[src/spcg_pkg.sv]
package spcg_pkg;

  // ---------------------------------------------------------------------
  // Register map
  // ---------------------------------------------------------------------
  localparam logic [11:0] SPCG_RUN_GATE_OFS   = 12'h108;
  localparam logic [11:0] SPCG_SLEEP_GATE_OFS = 12'h118;
  localparam logic [11:0] SPCG_CLK_CFG_OFS    = 12'h060;
  localparam logic [11:0] SPCG_MODE_OFS       = 12'h200;
  localparam logic [11:0] SPCG_IRQ_STAT_OFS   = 12'h204;
  localparam logic [11:0] SPCG_IRQ_MASK_OFS   = 12'h208;

  // ---------------------------------------------------------------------
  // Fields and reset values
  // ---------------------------------------------------------------------
  localparam int          SPCG_NUM_PORTS      = 8;
  localparam int          SPCG_ACG_BIT        = 27;
  localparam logic [7:0]  SPCG_GATE_RESET     = 8'h00;
  localparam logic [1:0]  SPCG_MODE_RESET     = 2'h0;
  localparam int          SPCG_IRQ_FAULT_BIT  = 0;
  localparam int          SPCG_IRQ_MODE_BIT   = 1;
  localparam int          SPCG_IRQ_BITS       = 2;

  // ---------------------------------------------------------------------
  // Power modes
  // ---------------------------------------------------------------------
  typedef enum logic [1:0] {
    SPCG_RUN        = 2'b00,
    SPCG_SLEEP      = 2'b01,
    SPCG_DEEP_SLEEP = 2'b10
  } spcg_mode_t;

endpackage : spcg_pkg

[src/spcg_top.sv]
// The implementer's own choice: the Avalon-MM interface to the registers.
`timescale 1ns/1ns
// Contract
// - Bits 7..0 gate ports A..H; set keeps clocking.
// - Clear bit stops that port's clock.
// - Access to stopped port gives bus fault.
// - Gate bits reset to zero.
// - Bits 31:8 read zero, writes ignored.
// - Sleep register governs only in Sleep.
// - Sleep gating applies only with auto-gating set.
module spcg_top
  import spcg_pkg::*;
#(
  parameter int NPORT = SPCG_NUM_PORTS
)(
  input  wire logic             clock,
  input  wire logic             reset,
  input  wire logic [11:0]      avs_address,
  input  wire logic             avs_read,
  input  wire logic             avs_write,
  input  wire logic [31:0]      avs_writedata,
  input  wire logic [3:0]       avs_byteenable,
  output logic      [31:0]      avs_readdata,
  output logic                  avs_waitrequest,
  output logic      [1:0]       avs_response,
  input  wire logic [NPORT-1:0] port_access,
  output logic      [NPORT-1:0] port_clk_en,
  output logic                  port_bus_fault,
  output logic                  irq
);

  initial
  begin
    if (NPORT < 1 || NPORT > 8)
    begin
      $error("NPORT must lie between 1 and 8.");
    end
  end

  // ---------------------------------------------------------------------
  // State
  // ---------------------------------------------------------------------
  typedef struct packed {
    logic [NPORT-1:0]         run_gate;
    logic [NPORT-1:0]         sleep_gate;
    logic                     auto_clock_gating_select;
    spcg_mode_t               mode;
    logic [SPCG_IRQ_BITS-1:0] stat;
    logic [SPCG_IRQ_BITS-1:0] mask;
    logic                     ack;
    logic [31:0]              rdata;
    logic [1:0]               resp;
    logic [NPORT-1:0]         gate;
    logic                     irq;
  } spcg_state_t;

  spcg_state_t st_q;
  spcg_state_t st_d;

  logic              guard_fault;
  logic [NPORT-1:0]  guard_en;
  logic              req;
  logic              wr_lane0;
  logic              wr_lane3;
  logic              hit;
  logic [31:0]       rd_word;
  logic [NPORT-1:0]  eff_gate;

  assign req      = (avs_read | avs_write) & ~st_q.ack;
  // A write lands only on the edge at which the master sees waitrequest low.
  assign wr_lane0 = avs_write & avs_byteenable[0] & st_q.ack;
  assign wr_lane3 = avs_write & avs_byteenable[3] & st_q.ack;

  // ---------------------------------------------------------------------
  // Effective gate selection
  // ---------------------------------------------------------------------
  // Deep-sleep gating is outside this block, so in deep sleep the run
  // register stands in; the sleep register never reaches that state.
  always_comb
  begin
    eff_gate = st_q.run_gate;
    if (st_q.mode == SPCG_SLEEP && st_q.auto_clock_gating_select)
    begin
      eff_gate = st_q.sleep_gate;
    end
    // Without auto-gating the run settings stay in force.
  end

  // ---------------------------------------------------------------------
  // Read mux
  // ---------------------------------------------------------------------
  always_comb
  begin
    rd_word = 32'h00000000;
    hit     = 1'b1;
    case (avs_address)
      SPCG_RUN_GATE_OFS:   rd_word[NPORT-1:0] = st_q.run_gate;
      SPCG_SLEEP_GATE_OFS: rd_word[NPORT-1:0] = st_q.sleep_gate;
      SPCG_CLK_CFG_OFS:    rd_word[SPCG_ACG_BIT] = st_q.auto_clock_gating_select;
      SPCG_MODE_OFS:       rd_word[1:0] = st_q.mode;
      SPCG_IRQ_STAT_OFS:   rd_word[SPCG_IRQ_BITS-1:0] = st_q.stat;
      SPCG_IRQ_MASK_OFS:   rd_word[SPCG_IRQ_BITS-1:0] = st_q.mask;
      default:             hit = 1'b0;
    endcase
  end

  // ---------------------------------------------------------------------
  // Next state
  // ---------------------------------------------------------------------
  always_comb
  begin
    st_d       = st_q;
    st_d.ack   = req;
    st_d.rdata = 32'h00000000;
    st_d.resp  = 2'h0;
    if (req)
    begin
      st_d.resp = hit ? 2'h0 : 2'h2;
      if (avs_read)
      begin
        st_d.rdata = rd_word;
      end
    end
    if (wr_lane0)
    begin
      case (avs_address)
        SPCG_RUN_GATE_OFS:
          st_d.run_gate = avs_writedata[NPORT-1:0];
        SPCG_SLEEP_GATE_OFS:
          st_d.sleep_gate = avs_writedata[NPORT-1:0];
        SPCG_MODE_OFS:
          if (avs_writedata[1:0] != 2'b11)
          begin
            st_d.mode = spcg_mode_t'(avs_writedata[1:0]);
          end
        SPCG_IRQ_MASK_OFS:
          st_d.mask = avs_writedata[SPCG_IRQ_BITS-1:0];
        default:
          st_d.mask = st_q.mask;
      endcase
    end
    if (wr_lane3 && avs_address == SPCG_CLK_CFG_OFS)
    begin
      st_d.auto_clock_gating_select = avs_writedata[SPCG_ACG_BIT];
    end
    // Read clears status; a new event in the same cycle wins.
    if (req && avs_read && avs_address == SPCG_IRQ_STAT_OFS)
    begin
      st_d.stat = '0;
    end
    if (guard_fault)
    begin
      st_d.stat[SPCG_IRQ_FAULT_BIT] = 1'b1;
    end
    if (st_d.mode != st_q.mode)
    begin
      st_d.stat[SPCG_IRQ_MODE_BIT] = 1'b1;
    end
    st_d.gate = eff_gate;
    st_d.irq  = |(st_d.stat & st_d.mask);
  end

  always_ff @(posedge clock)
  begin
    if (reset)
    begin
      st_q            <= '0;
      st_q.run_gate   <= SPCG_GATE_RESET[NPORT-1:0];
      st_q.sleep_gate <= SPCG_GATE_RESET[NPORT-1:0];
      st_q.mode       <= spcg_mode_t'(SPCG_MODE_RESET);
    end
    else
    begin
      st_q <= st_d;
    end
  end

  // ---------------------------------------------------------------------
  // Port guard
  // ---------------------------------------------------------------------
  spcg_port_guard #(
    .NPORT       (NPORT)
  ) u_guard (
    .clock       (clock),
    .reset       (reset),
    .gate_en     (st_q.gate),
    .port_access (port_access),
    .port_clk_en (guard_en),
    .fault       (guard_fault)
  );

  assign avs_waitrequest = ~st_q.ack;
  assign avs_readdata    = st_q.rdata;
  assign avs_response    = st_q.resp;
  assign port_clk_en     = guard_en;
  assign port_bus_fault  = guard_fault;
  assign irq             = st_q.irq;

  // ---------------------------------------------------------------------
  // Checks
  // ---------------------------------------------------------------------
  property p_sleep_gate;
    @(posedge clock) disable iff (reset)
      (st_q.mode == SPCG_SLEEP && st_q.auto_clock_gating_select && $stable(st_q.sleep_gate)
       && $stable(st_q.mode) && $stable(st_q.auto_clock_gating_select))
      |-> ##2 port_clk_en == $past(st_q.sleep_gate, 2);
  endproperty
  a_sleep_gate: assert property (p_sleep_gate)
    else $error("Sleep gate not applied to port clocks.");

  property p_clear_stops;
    @(posedge clock) disable iff (reset)
      (st_q.gate == '0) |=> port_clk_en == '0;
  endproperty
  a_clear_stops: assert property (p_clear_stops)
    else $error("Gated port still clocked.");

  property p_fault;
    @(posedge clock) disable iff (reset)
      (|(port_access & ~port_clk_en)) |=> port_bus_fault;
  endproperty
  a_fault: assert property (p_fault)
    else $error("Access to stopped port gave no fault.");

  property p_reset_zero;
    @(posedge clock)
      $fell(reset) |-> st_q.sleep_gate == '0 && port_clk_en == '0;
  endproperty
  a_reset_zero: assert property (p_reset_zero)
    else $error("Gate bits not zero after reset.");

  property p_upper_zero;
    @(posedge clock) disable iff (reset)
      (req && avs_read && avs_address == SPCG_SLEEP_GATE_OFS)
      |=> avs_readdata[31:NPORT] == '0;
  endproperty
  a_upper_zero: assert property (p_upper_zero)
    else $error("Reserved bits read nonzero.");

  property p_run_mode;
    @(posedge clock) disable iff (reset)
      (st_q.mode == SPCG_RUN) |=> st_q.gate == $past(st_q.run_gate);
  endproperty
  a_run_mode: assert property (p_run_mode)
    else $error("Run mode not using run gate.");

  property p_acg;
    @(posedge clock) disable iff (reset)
      (st_q.mode == SPCG_SLEEP && st_q.auto_clock_gating_select)
      |=> st_q.gate == $past(st_q.sleep_gate);
  endproperty
  a_acg: assert property (p_acg)
    else $error("Sleep gate ignored with auto-gating set.");

  property p_no_acg;
    @(posedge clock) disable iff (reset)
      (st_q.mode == SPCG_SLEEP && !st_q.auto_clock_gating_select)
      |=> st_q.gate == $past(st_q.run_gate);
  endproperty
  a_no_acg: assert property (p_no_acg)
    else $error("Run gate not kept without auto-gating.");

  property p_ack_one;
    @(posedge clock) disable iff (reset)
      (avs_read || avs_write) && avs_waitrequest |=> !avs_waitrequest;
  endproperty
  a_ack_one: assert property (p_ack_one)
    else $error("Bus request not answered in one cycle.");

  property p_wait_idle;
    @(posedge clock) disable iff (reset)
      !(avs_read || avs_write) && avs_waitrequest |=> avs_waitrequest;
  endproperty
  a_wait_idle: assert property (p_wait_idle)
    else $error("Answer given without a request.");

  property p_rdata_idle;
    @(posedge clock) disable iff (reset)
      avs_waitrequest |-> avs_readdata == 32'h00000000;
  endproperty
  a_rdata_idle: assert property (p_rdata_idle)
    else $error("Read data not zero outside an answer.");

  property p_resp_idle;
    @(posedge clock) disable iff (reset)
      avs_waitrequest |-> avs_response == 2'h0;
  endproperty
  a_resp_idle: assert property (p_resp_idle)
    else $error("Response not okay outside an answer.");

  property p_gate_follows;
    @(posedge clock) disable iff (reset)
      1'b1 |=> port_clk_en == $past(st_q.gate);
  endproperty
  a_gate_follows: assert property (p_gate_follows)
    else $error("Port clocks do not follow the selected gate.");

  property p_no_fault;
    @(posedge clock) disable iff (reset)
      ((port_access & ~port_clk_en) == '0) |=> !port_bus_fault;
  endproperty
  a_no_fault: assert property (p_no_fault)
    else $error("Fault raised for a clocked port.");

  property p_fault_stat;
    @(posedge clock) disable iff (reset)
      port_bus_fault |=> st_q.stat[SPCG_IRQ_FAULT_BIT];
  endproperty
  a_fault_stat: assert property (p_fault_stat)
    else $error("Fault did not set its status bit.");

  property p_irq_level;
    @(posedge clock) disable iff (reset)
      irq == |(st_q.stat & st_q.mask);
  endproperty
  a_irq_level: assert property (p_irq_level)
    else $error("Interrupt level disagrees with status and mask.");

  property p_mode_legal;
    @(posedge clock) disable iff (reset)
      st_q.mode != spcg_mode_t'(2'b11);
  endproperty
  a_mode_legal: assert property (p_mode_legal)
    else $error("Power mode holds an unused code.");

  property p_sleep_hold;
    @(posedge clock) disable iff (reset)
      !(wr_lane0 && avs_address == SPCG_SLEEP_GATE_OFS)
      |=> $stable(st_q.sleep_gate);
  endproperty
  a_sleep_hold: assert property (p_sleep_hold)
    else $error("Sleep gate changed without a write.");

  property p_deep_run;
    @(posedge clock) disable iff (reset)
      (st_q.mode == SPCG_DEEP_SLEEP) |=> st_q.gate == $past(st_q.run_gate);
  endproperty
  a_deep_run: assert property (p_deep_run)
    else $error("Sleep gate used outside sleep.");

  property p_stat_clear;
    @(posedge clock) disable iff (reset)
      (req && avs_read && avs_address == SPCG_IRQ_STAT_OFS
       && !port_bus_fault) |=> st_q.stat == '0;
  endproperty
  a_stat_clear: assert property (p_stat_clear)
    else $error("Status not cleared by its read.");

endmodule : spcg_top

[src/spcg_port_guard.sv]
`timescale 1ns/1ns
module spcg_port_guard
  import spcg_pkg::*;
#(
  parameter int NPORT = SPCG_NUM_PORTS
)(
  input  wire logic             clock,
  input  wire logic             reset,
  input  wire logic [NPORT-1:0] gate_en,
  input  wire logic [NPORT-1:0] port_access,
  output logic      [NPORT-1:0] port_clk_en,
  output logic                  fault
);

  typedef struct packed {
    logic [NPORT-1:0] en;
    logic             fault;
  } spcg_guard_t;

  spcg_guard_t st_q;
  spcg_guard_t st_d;

  always_comb
  begin
    st_d       = st_q;
    st_d.en    = gate_en;
    // An access to a stopped port is flagged instead of served.
    st_d.fault = |(port_access & ~st_q.en);
  end

  always_ff @(posedge clock)
  begin
    if (reset)
    begin
      st_q <= '0;
    end
    else
    begin
      st_q <= st_d;
    end
  end

  assign port_clk_en = st_q.en;
  assign fault       = st_q.fault;

endmodule : spcg_port_guard

[config.mk]
export PLATFORM = sky130hd
export DESIGN_NAME = spcg_top
export DESIGN_NICKNAME = d
export VERILOG_FILES = /design/src/spcg_pkg.sv /design/src/spcg_top.sv /design/src/spcg_port_guard.sv
export SDC_FILE = /design/constraint.sdc
export NUM_CORES = 1
export LEC_CHECK = 0
export ABC_AREA = 1
export ABC_CLOCK_PERIOD_IN_PS = 1300
export CAP_MARGIN = 20
export CELL_PAD_IN_SITES_DETAIL_PLACEMENT = 0
export CELL_PAD_IN_SITES_GLOBAL_PLACEMENT = 2
export CORE_ASPECT_RATIO = 0.6
export CORE_MARGIN = 2
export CORE_UTILIZATION = 33
export CTS_BUF_LIST = sky130_fd_sc_hd__clkbuf_16
export DETAILED_ROUTE_END_ITERATION = 12
export DONT_BUFFER_PORTS = 1
export GPL_ROUTABILITY_DRIVEN = 0
export PLACE_DENSITY_LB_ADDON = 0.12
export SLEW_MARGIN = 20
export SYNTH_ARGS = -nofsm -noshare
export SYNTH_HDL_FRONTEND = slang
export SYNTH_SLANG_ARGS = --single-unit
[constraint.sdc]
create_clock -name clock -period 1.3 [get_ports clock]
set_input_delay 0.13 -clock clock [delete_from_list [all_inputs] [get_ports clock]]
set_output_delay 0.13 -clock clock [all_outputs]
set_load 0.005 [all_outputs]
==> metrics, run 1 <==
fin cells around 460; clock tree buffer depth 2; Die H ~72 um; Hold Path Sink st_q[54]; Core ar. 0.00733 sq mm; DRT Pass-1 Iters 4; clock-pin slew on the worst setup and hold paths ~60 ps; clk sinks 52; Synth Register Bits 52; R2R depth 6; worst path cell trace nand2_4, nor2_4, nand4_1, nand3_1, nand3_2, and2_4; clock latency on the worst-skew pair 290 ps; layout cell share with drive strength beyond 1 19.8%; placed insts between 400 and 500; leakage 1.35 nW; async set-reset flop share out of synthesis 0%; Die X ~120 um; hold_sp avs_writedata[3]; # fillers 804; CP Launch Type flip-flop; Via Count 1941; # rows 24; Least-Margin Pin Slew about 670 ps; most frequent cells in the layout 54 x nor2_1, 51 x dfxtp_1, 43 x inv_1, 25 x nand2_1, 24 x conb_1; routed len/inst about 13 um; initial drt markers approximately 110; number of synthesized flops with an enable pin 0; PD cells 1110 mW/mm^2; ANT cells 0; largest net degree at the start of global routing 16; Buffers on Ports 0; CP peak stage delay 360 ps; die area 0.00836 sq mm; Fin Clk Skew 3.24 ps; worst endpoint required time 1490 ps; IO Pins around 110; capturing point of the worst reg2reg path st_q[47]; grt total ovfl 0; final setup vio count 0; reg2reg start st_q[43]; CP max-delay cell dfxtp_2; final net count 412; post-synthesis cell count between 300 and 400; dpl cell area approximately 0.0026 sq mm; Synth warnings 0; RSZ-0062 raised after global routing yes; dpl hpwl 4690 um; Max-slew headroom between 50% and 60%; leading cell type in the layout, fill and taps excluded nor2_1; post-route cell area 0.00292 sq mm; root buffer cell clkbuf_16; drt via density ~4.2; Yosys top cell area share between 40% and 50%; global-route wire length before repair 9110 um; outcome finished, final reports clean; CTS tree done; FF-to-FF setup slack 30 ps; ANT nets after route 0; initial core utilization 34.3%; crit path max fanout 5; vias in the first global route around 1800; area delta synth->final 16.1%; Setup TNS 0 ps; Hold Crit Class input pin to flip-flop; Max Clk Rate 790 MHz; Hold Path Depth 2; post-synth top area cell dfxtp_1; Syn Area/Cell 7.64 sq um; initial antenna violation count 0; drc violations 0; final hold vios 0; CTS buffer count 5; prevailing post-synth register cell dfxtp_1; post-layout min period 1270 ps; Crit Path Category flip-flop to flip-flop; Peak VDD IR 0.456 mV; top post-synthesis cells by area dfxtp_1 41%, buf_4 10%, nor2_1 8.1%; Max Cap Viol 0; Slew Viols, Final 0; H-tree depth 2; All-Layer GR Usage 15.0%; Netlist cell types 36; Post-Syn Area around 0.0025 sq mm; CP startpoint st_q[43]; Tcrit/Tclk final 97.4%; Crit. End Element flip-flop; Seq/Total Area, Yosys 41.4%; crit path DAT 1460 ps; final WL 6040 um
[through the flow]
stage	setup slack (ps)	hold slack (ps)	utilization, %	power, mW
finish	33.4	5.58	39.8	3.25
detailed placement	-36.2	206	35.5	1.79
global placement	-16.2	206	35.5	1.79
floorplan	146	265	-	1.80
CTS	12.3	10.3	39.1	3.30
global route	-52.1	25.7	39.8	3.39
[cell families after synthesis]
logic type | count (synthesis) | synth area share [%]
other | 1 | 0.149
AOI/OAI and AO/OA | 57 | 12.1
buffers and inverters | 89 | 18.9
DFF | 52 | 41.4
and+or+nand+nor | 130 | 27.5
[worst max-delay path by stage]
| stage | endpoint | slack [ps] | cells after the start |
|---|---|---|---|
| after global placement | st_q[63] | -20 | 7 |
| after detailed placement | st_q[62] | -40 | 7 |
| after CTS | st_q[47] | 10 | 6 |
| after floorplan | st_q[53] | 150 | 7 |
| final | st_q[47] | 30 | 6 |
| after global routing | st_q[47] | -50 | 6 |
[layer usage]
metal / GRT usage [%] / routed length (um) / up-vias
li1: - / - / 1027
met1: 24.4 / 3440 / 835
met2: 17.8 / 2010 / 71
met3: 5.08 / 524 / 8
met4: 4.71 / 63 / 0
met5: 0 / 0 / -
[area by class of cell]
cell class	instances	area, sq um	share of cell area (%)
clock buffer	5	125	4.29
clock inverter	3	38.8	1.33
inverter	49	193	6.60
multi-input combinational	211	1110	38.0
sequential	52	1040	35.7
tap	104	130	4.46
timing repair buffer	33	280	9.60
[synth_stat cells, types with 4 or more instances]
cell,count
nor2_1,54
dfxtp_1,52
inv_1,43
buf_4,34
nand2_1,26
o21ai_0,18
a21oi_1,17
nand3_1,16
o21ai_1,14
nor2_2,5
nor2_4,5
inv_2,4
nand4_1,4
o22ai_1,4
[sequential cells by signal, indices dropped and copies added (netlist names)]
signal,flops
avs_readdata,9
avs_response,1
irq,1
st_q,32
u_guard.fault,1
u_guard.port_clk_en,8
[power by group]
part	leakage, nW	total, mW	internal (mW)	switching, mW
Clock	0.0850	1.46	0.897	0.559
Combinational	0.844	0.181	0.0715	0.110
Sequential	0.420	1.61	1.60	0.00660
[critical path, delay by kind of cell, from the launching register on]
family           cells  cell delay (ps)
AND/OR/NAND/NOR      6              810
flip-flops           1              360
[what timing repair did]
| item | 4_1_cts | 5_1_grt |
|---|---|---|
| endpoints found under the setup margin | 11 | 18 |
| pin swaps | 2 | 7 |
| resized for setup | 4 | 9 |
| buffers inserted | 0 | 3 |
| endpoints found under the hold margin | 26 | 0 |
| hold buffers | 9 | 0 |
Note: power is estimated with default switching activity, not from simulation.
==> run 2, diff against run 1 <==
--- a/config.mk
+++ b/config.mk
@@ -6,13 +6,13 @@
 export NUM_CORES = 1
 export LEC_CHECK = 0
 export ABC_AREA = 1
-export ABC_CLOCK_PERIOD_IN_PS = 1300
+export ABC_CLOCK_PERIOD_IN_PS = 1350
 export CAP_MARGIN = 20
-export CELL_PAD_IN_SITES_DETAIL_PLACEMENT = 0
-export CELL_PAD_IN_SITES_GLOBAL_PLACEMENT = 2
+export CELL_PAD_IN_SITES_DETAIL_PLACEMENT = 1
+export CELL_PAD_IN_SITES_GLOBAL_PLACEMENT = 1
 export CORE_ASPECT_RATIO = 0.6
 export CORE_MARGIN = 2
-export CORE_UTILIZATION = 33
+export CORE_UTILIZATION = 43
 export CTS_BUF_LIST = sky130_fd_sc_hd__clkbuf_16
 export DETAILED_ROUTE_END_ITERATION = 12
 export DONT_BUFFER_PORTS = 1
==> constraint.sdc (replaced) <==
create_clock -name clock -period 1.35 [get_ports clock]
set_input_delay 0.135 -clock clock [delete_from_list [all_inputs] [get_ports clock]]
set_output_delay 0.135 -clock clock [all_outputs]
set_load 0.005 [all_outputs]
==> run 2 against run 1 <==
  * Core utilization up 9.3 points
  * Critical path depth up 1
  * Sequential share of layout area up 2.2 points
  * Global-route usage up 5.2 points
  * Clock power down 14%
  * Die area down 22%
  * Sequential power down 4%
  * Critical endpoint is now st_q[59]
  * Highest routed layer unchanged
==> metrics, run 2 (same netlist as run 1, synthesis figures left out) <==
initial drt markers 88 (-16%); Final WS setup 90.9 ps (+57.6 ps); Tcrit/Tclk final 93.3% (-4.2 points); final setup vio count 0 (unchanged); Slew Viols, Final 0 (unchanged); # rows 21 (-13%); initial antenna violation count 0 (unchanged); Int Power 2.28 mW (-11%); CTS buffer count 5 (unchanged); Peak VDD IR 0.500 mV (+9.7%); H-tree depth 2 (unchanged); final net count 399 (-3.2%); grt total ovfl 0 (unchanged); pre-CTS setup slack 30.0 ps (+66.2 ps); dpl cell area 0.00250 sq mm (-4.0%); ANT cells 0 (unchanged); Sw Share 22.9% (+2.1 points); Fin Clk Skew 4.81 ps (+1.57 ps); CP Launch Type flip-flop; leading cell type in the layout, fill and taps excluded nor2_1; Max-slew headroom 55.1% (-0.52 points); clock latency on the worst-skew pair 290 ps (about the same); drc violations 0 (unchanged); drt via density 4.69 (+10%); final WL 6150 um (+1.9%); worst endpoint required time 1580 ps (+90 ps); post-layout min period 1260 ps (-7.56 ps); CP startpoint st_q[43]; Via Count 1968 (+1.4%); crit path max fanout 5 (unchanged); sequential share of power 52.3% (+2.7 points); PD cells 1080 mW/mm^2 (-3.0%); leakage 1.26 nW (-6.9%); IO Pins 105 (unchanged); Comb pwr share 5.4% (-0.2 points); die area 0.00650 sq mm (-22%); DRT Pass-1 Iters 4 (unchanged); vias in the first global route 1984 (+12%); Core ar. 0.00560 sq mm (-24%); Buffers on Ports 0 (unchanged); FF-to-FF setup slack 90 ps (+60 ps); Setup TNS 0 ps (unchanged); proportion of power drawn by the clock network 42.3% (-2.6 points); initial core utilization 44.9% (+11 points); Top reg by flops st_q; routed len/inst 14.6 um (+11%); Die X 103 um (-12%); capturing point of the worst reg2reg path st_q[59]; crit path DAT 1490 ps (+30 ps); root buffer cell clkbuf_16; most frequent cells in the layout 54 x nor2_1, 51 x dfxtp_1, 42 x inv_1, 25 x nand2_1, 24 x conb_1; reg2reg start st_q[43]; ANT nets after route 0 (unchanged); area delta synth->final 9.25%; switching pwr 679 uW (+0.62%); Max Clk Rate 794 MHz (+0.60%); clk sinks 52 (unchanged); clock tree buffer depth 2 (unchanged); R2R depth 7 (+1); CTS tree done; Hold Crit Class input pin to flip-flop; RSZ-0062 raised after global routing yes; Least-Margin Pin Slew 671 ps (+5.62 ps); Crit. End Element flip-flop; max reg flops 32 (unchanged); layout cell share with drive strength beyond 1 16.8% (-3.1 points); utilization after layout 49.1% (+9.3 points); outcome finished, final reports clean; Max Cap Viol 0 (unchanged); final hold vios 0 (unchanged); dpl hpwl 4690 um (-0.13%); All-Layer GR Usage 20.2% (+5.2 points); post-route cell area 0.00275 sq mm (-5.9%); largest net degree at the start of global routing 27 (+11); clock-pin slew on the worst setup and hold paths 70 ps (about the same); worst hold slack 3.87 ps (-1.71 ps); Crit Path Category flip-flop to flip-flop; CP endpoint st_q[59]; Die H 63.2 um (-12%); # fillers 707 (-12%); global-route wire length before repair 9880 um (+8.4%)
==> run 2: final cells by class <==
cell class	instances	area, sq um	area share (%)
clock inverter	3	17.5	0.638
tap	80	100	3.64
sequential	52	1040	37.9
inverter	49	188	6.83
timing repair buffer	20	170	6.19
clock buffer	5	125	4.55
multi-input combinational	211	1100	40.2
==> run 2: worst max-delay path, stage by stage, from the launching register on <==
cell and delay (ps):
dfxtp_2 360, nand2_4 60, nor2_4 180, inv_2 100, nor2_4 160, buf_4 150, o21ai_1 60, a21oi_2 120
==> run 2: through the flow <==
step / power (mW) / std cells
2_1_floorplan: 1.74 / 352
3_3_place_gp: 1.71 / 403
3_5_place_dp: 1.71 / 403
4_1_cts: 2.98 / 419
5_1_grt: 3.07 / 420
6_report: 2.96 / 420
==> run 2: worst min-delay path by stage <==
stage,from,endpoint,slack (ps),cells past startpoint
2_1_floorplan,avs_writedata[4],st_q[55],270,2
3_3_place_gp,reset,u_guard.port_clk_en[6],210,1
3_5_place_dp,reset,u_guard.port_clk_en[7],210,1
4_1_cts,avs_writedata[1],st_q[45],20,2
5_1_grt,avs_writedata[3],st_q[54],30,2
6_report,avs_writedata[0],st_q[44],4,2
==> run 2: layer usage <==
| metal | part of all wire (%) | GRT usage (%) | wire (um) | vias up |
|---|---|---|---|---|
| li1 | - | - | - | 998 |
| met1 | 54 | 31.1 | 3300 | 893 |
| met2 | 38 | 28.0 | 2320 | 70 |
| met3 | 7.7 | 4.99 | 473 | 7 |
| met4 | 0.85 | 4.93 | 52 | 0 |
| met5 | 0 | 0 | 0 | - |
==> run 2: repair_timing <==
item	CTS	global route
buffers inserted	0	1
hold buffers	8	0
resized for setup	0	7
setup endpoints to repair	0	16
hold endpoints to repair	25	0
==> run 2: power by group through the flow <==
stage                     Combinational (mW)  Clock, mW  Sequential, mW
after floorplan                        0.158          0            1.58
after global placement                 0.127          0            1.58
after detailed placement               0.128          0            1.58
after CTS                              0.157       1.27            1.55
after global routing                   0.182       1.34            1.55
final                                  0.161       1.25            1.55
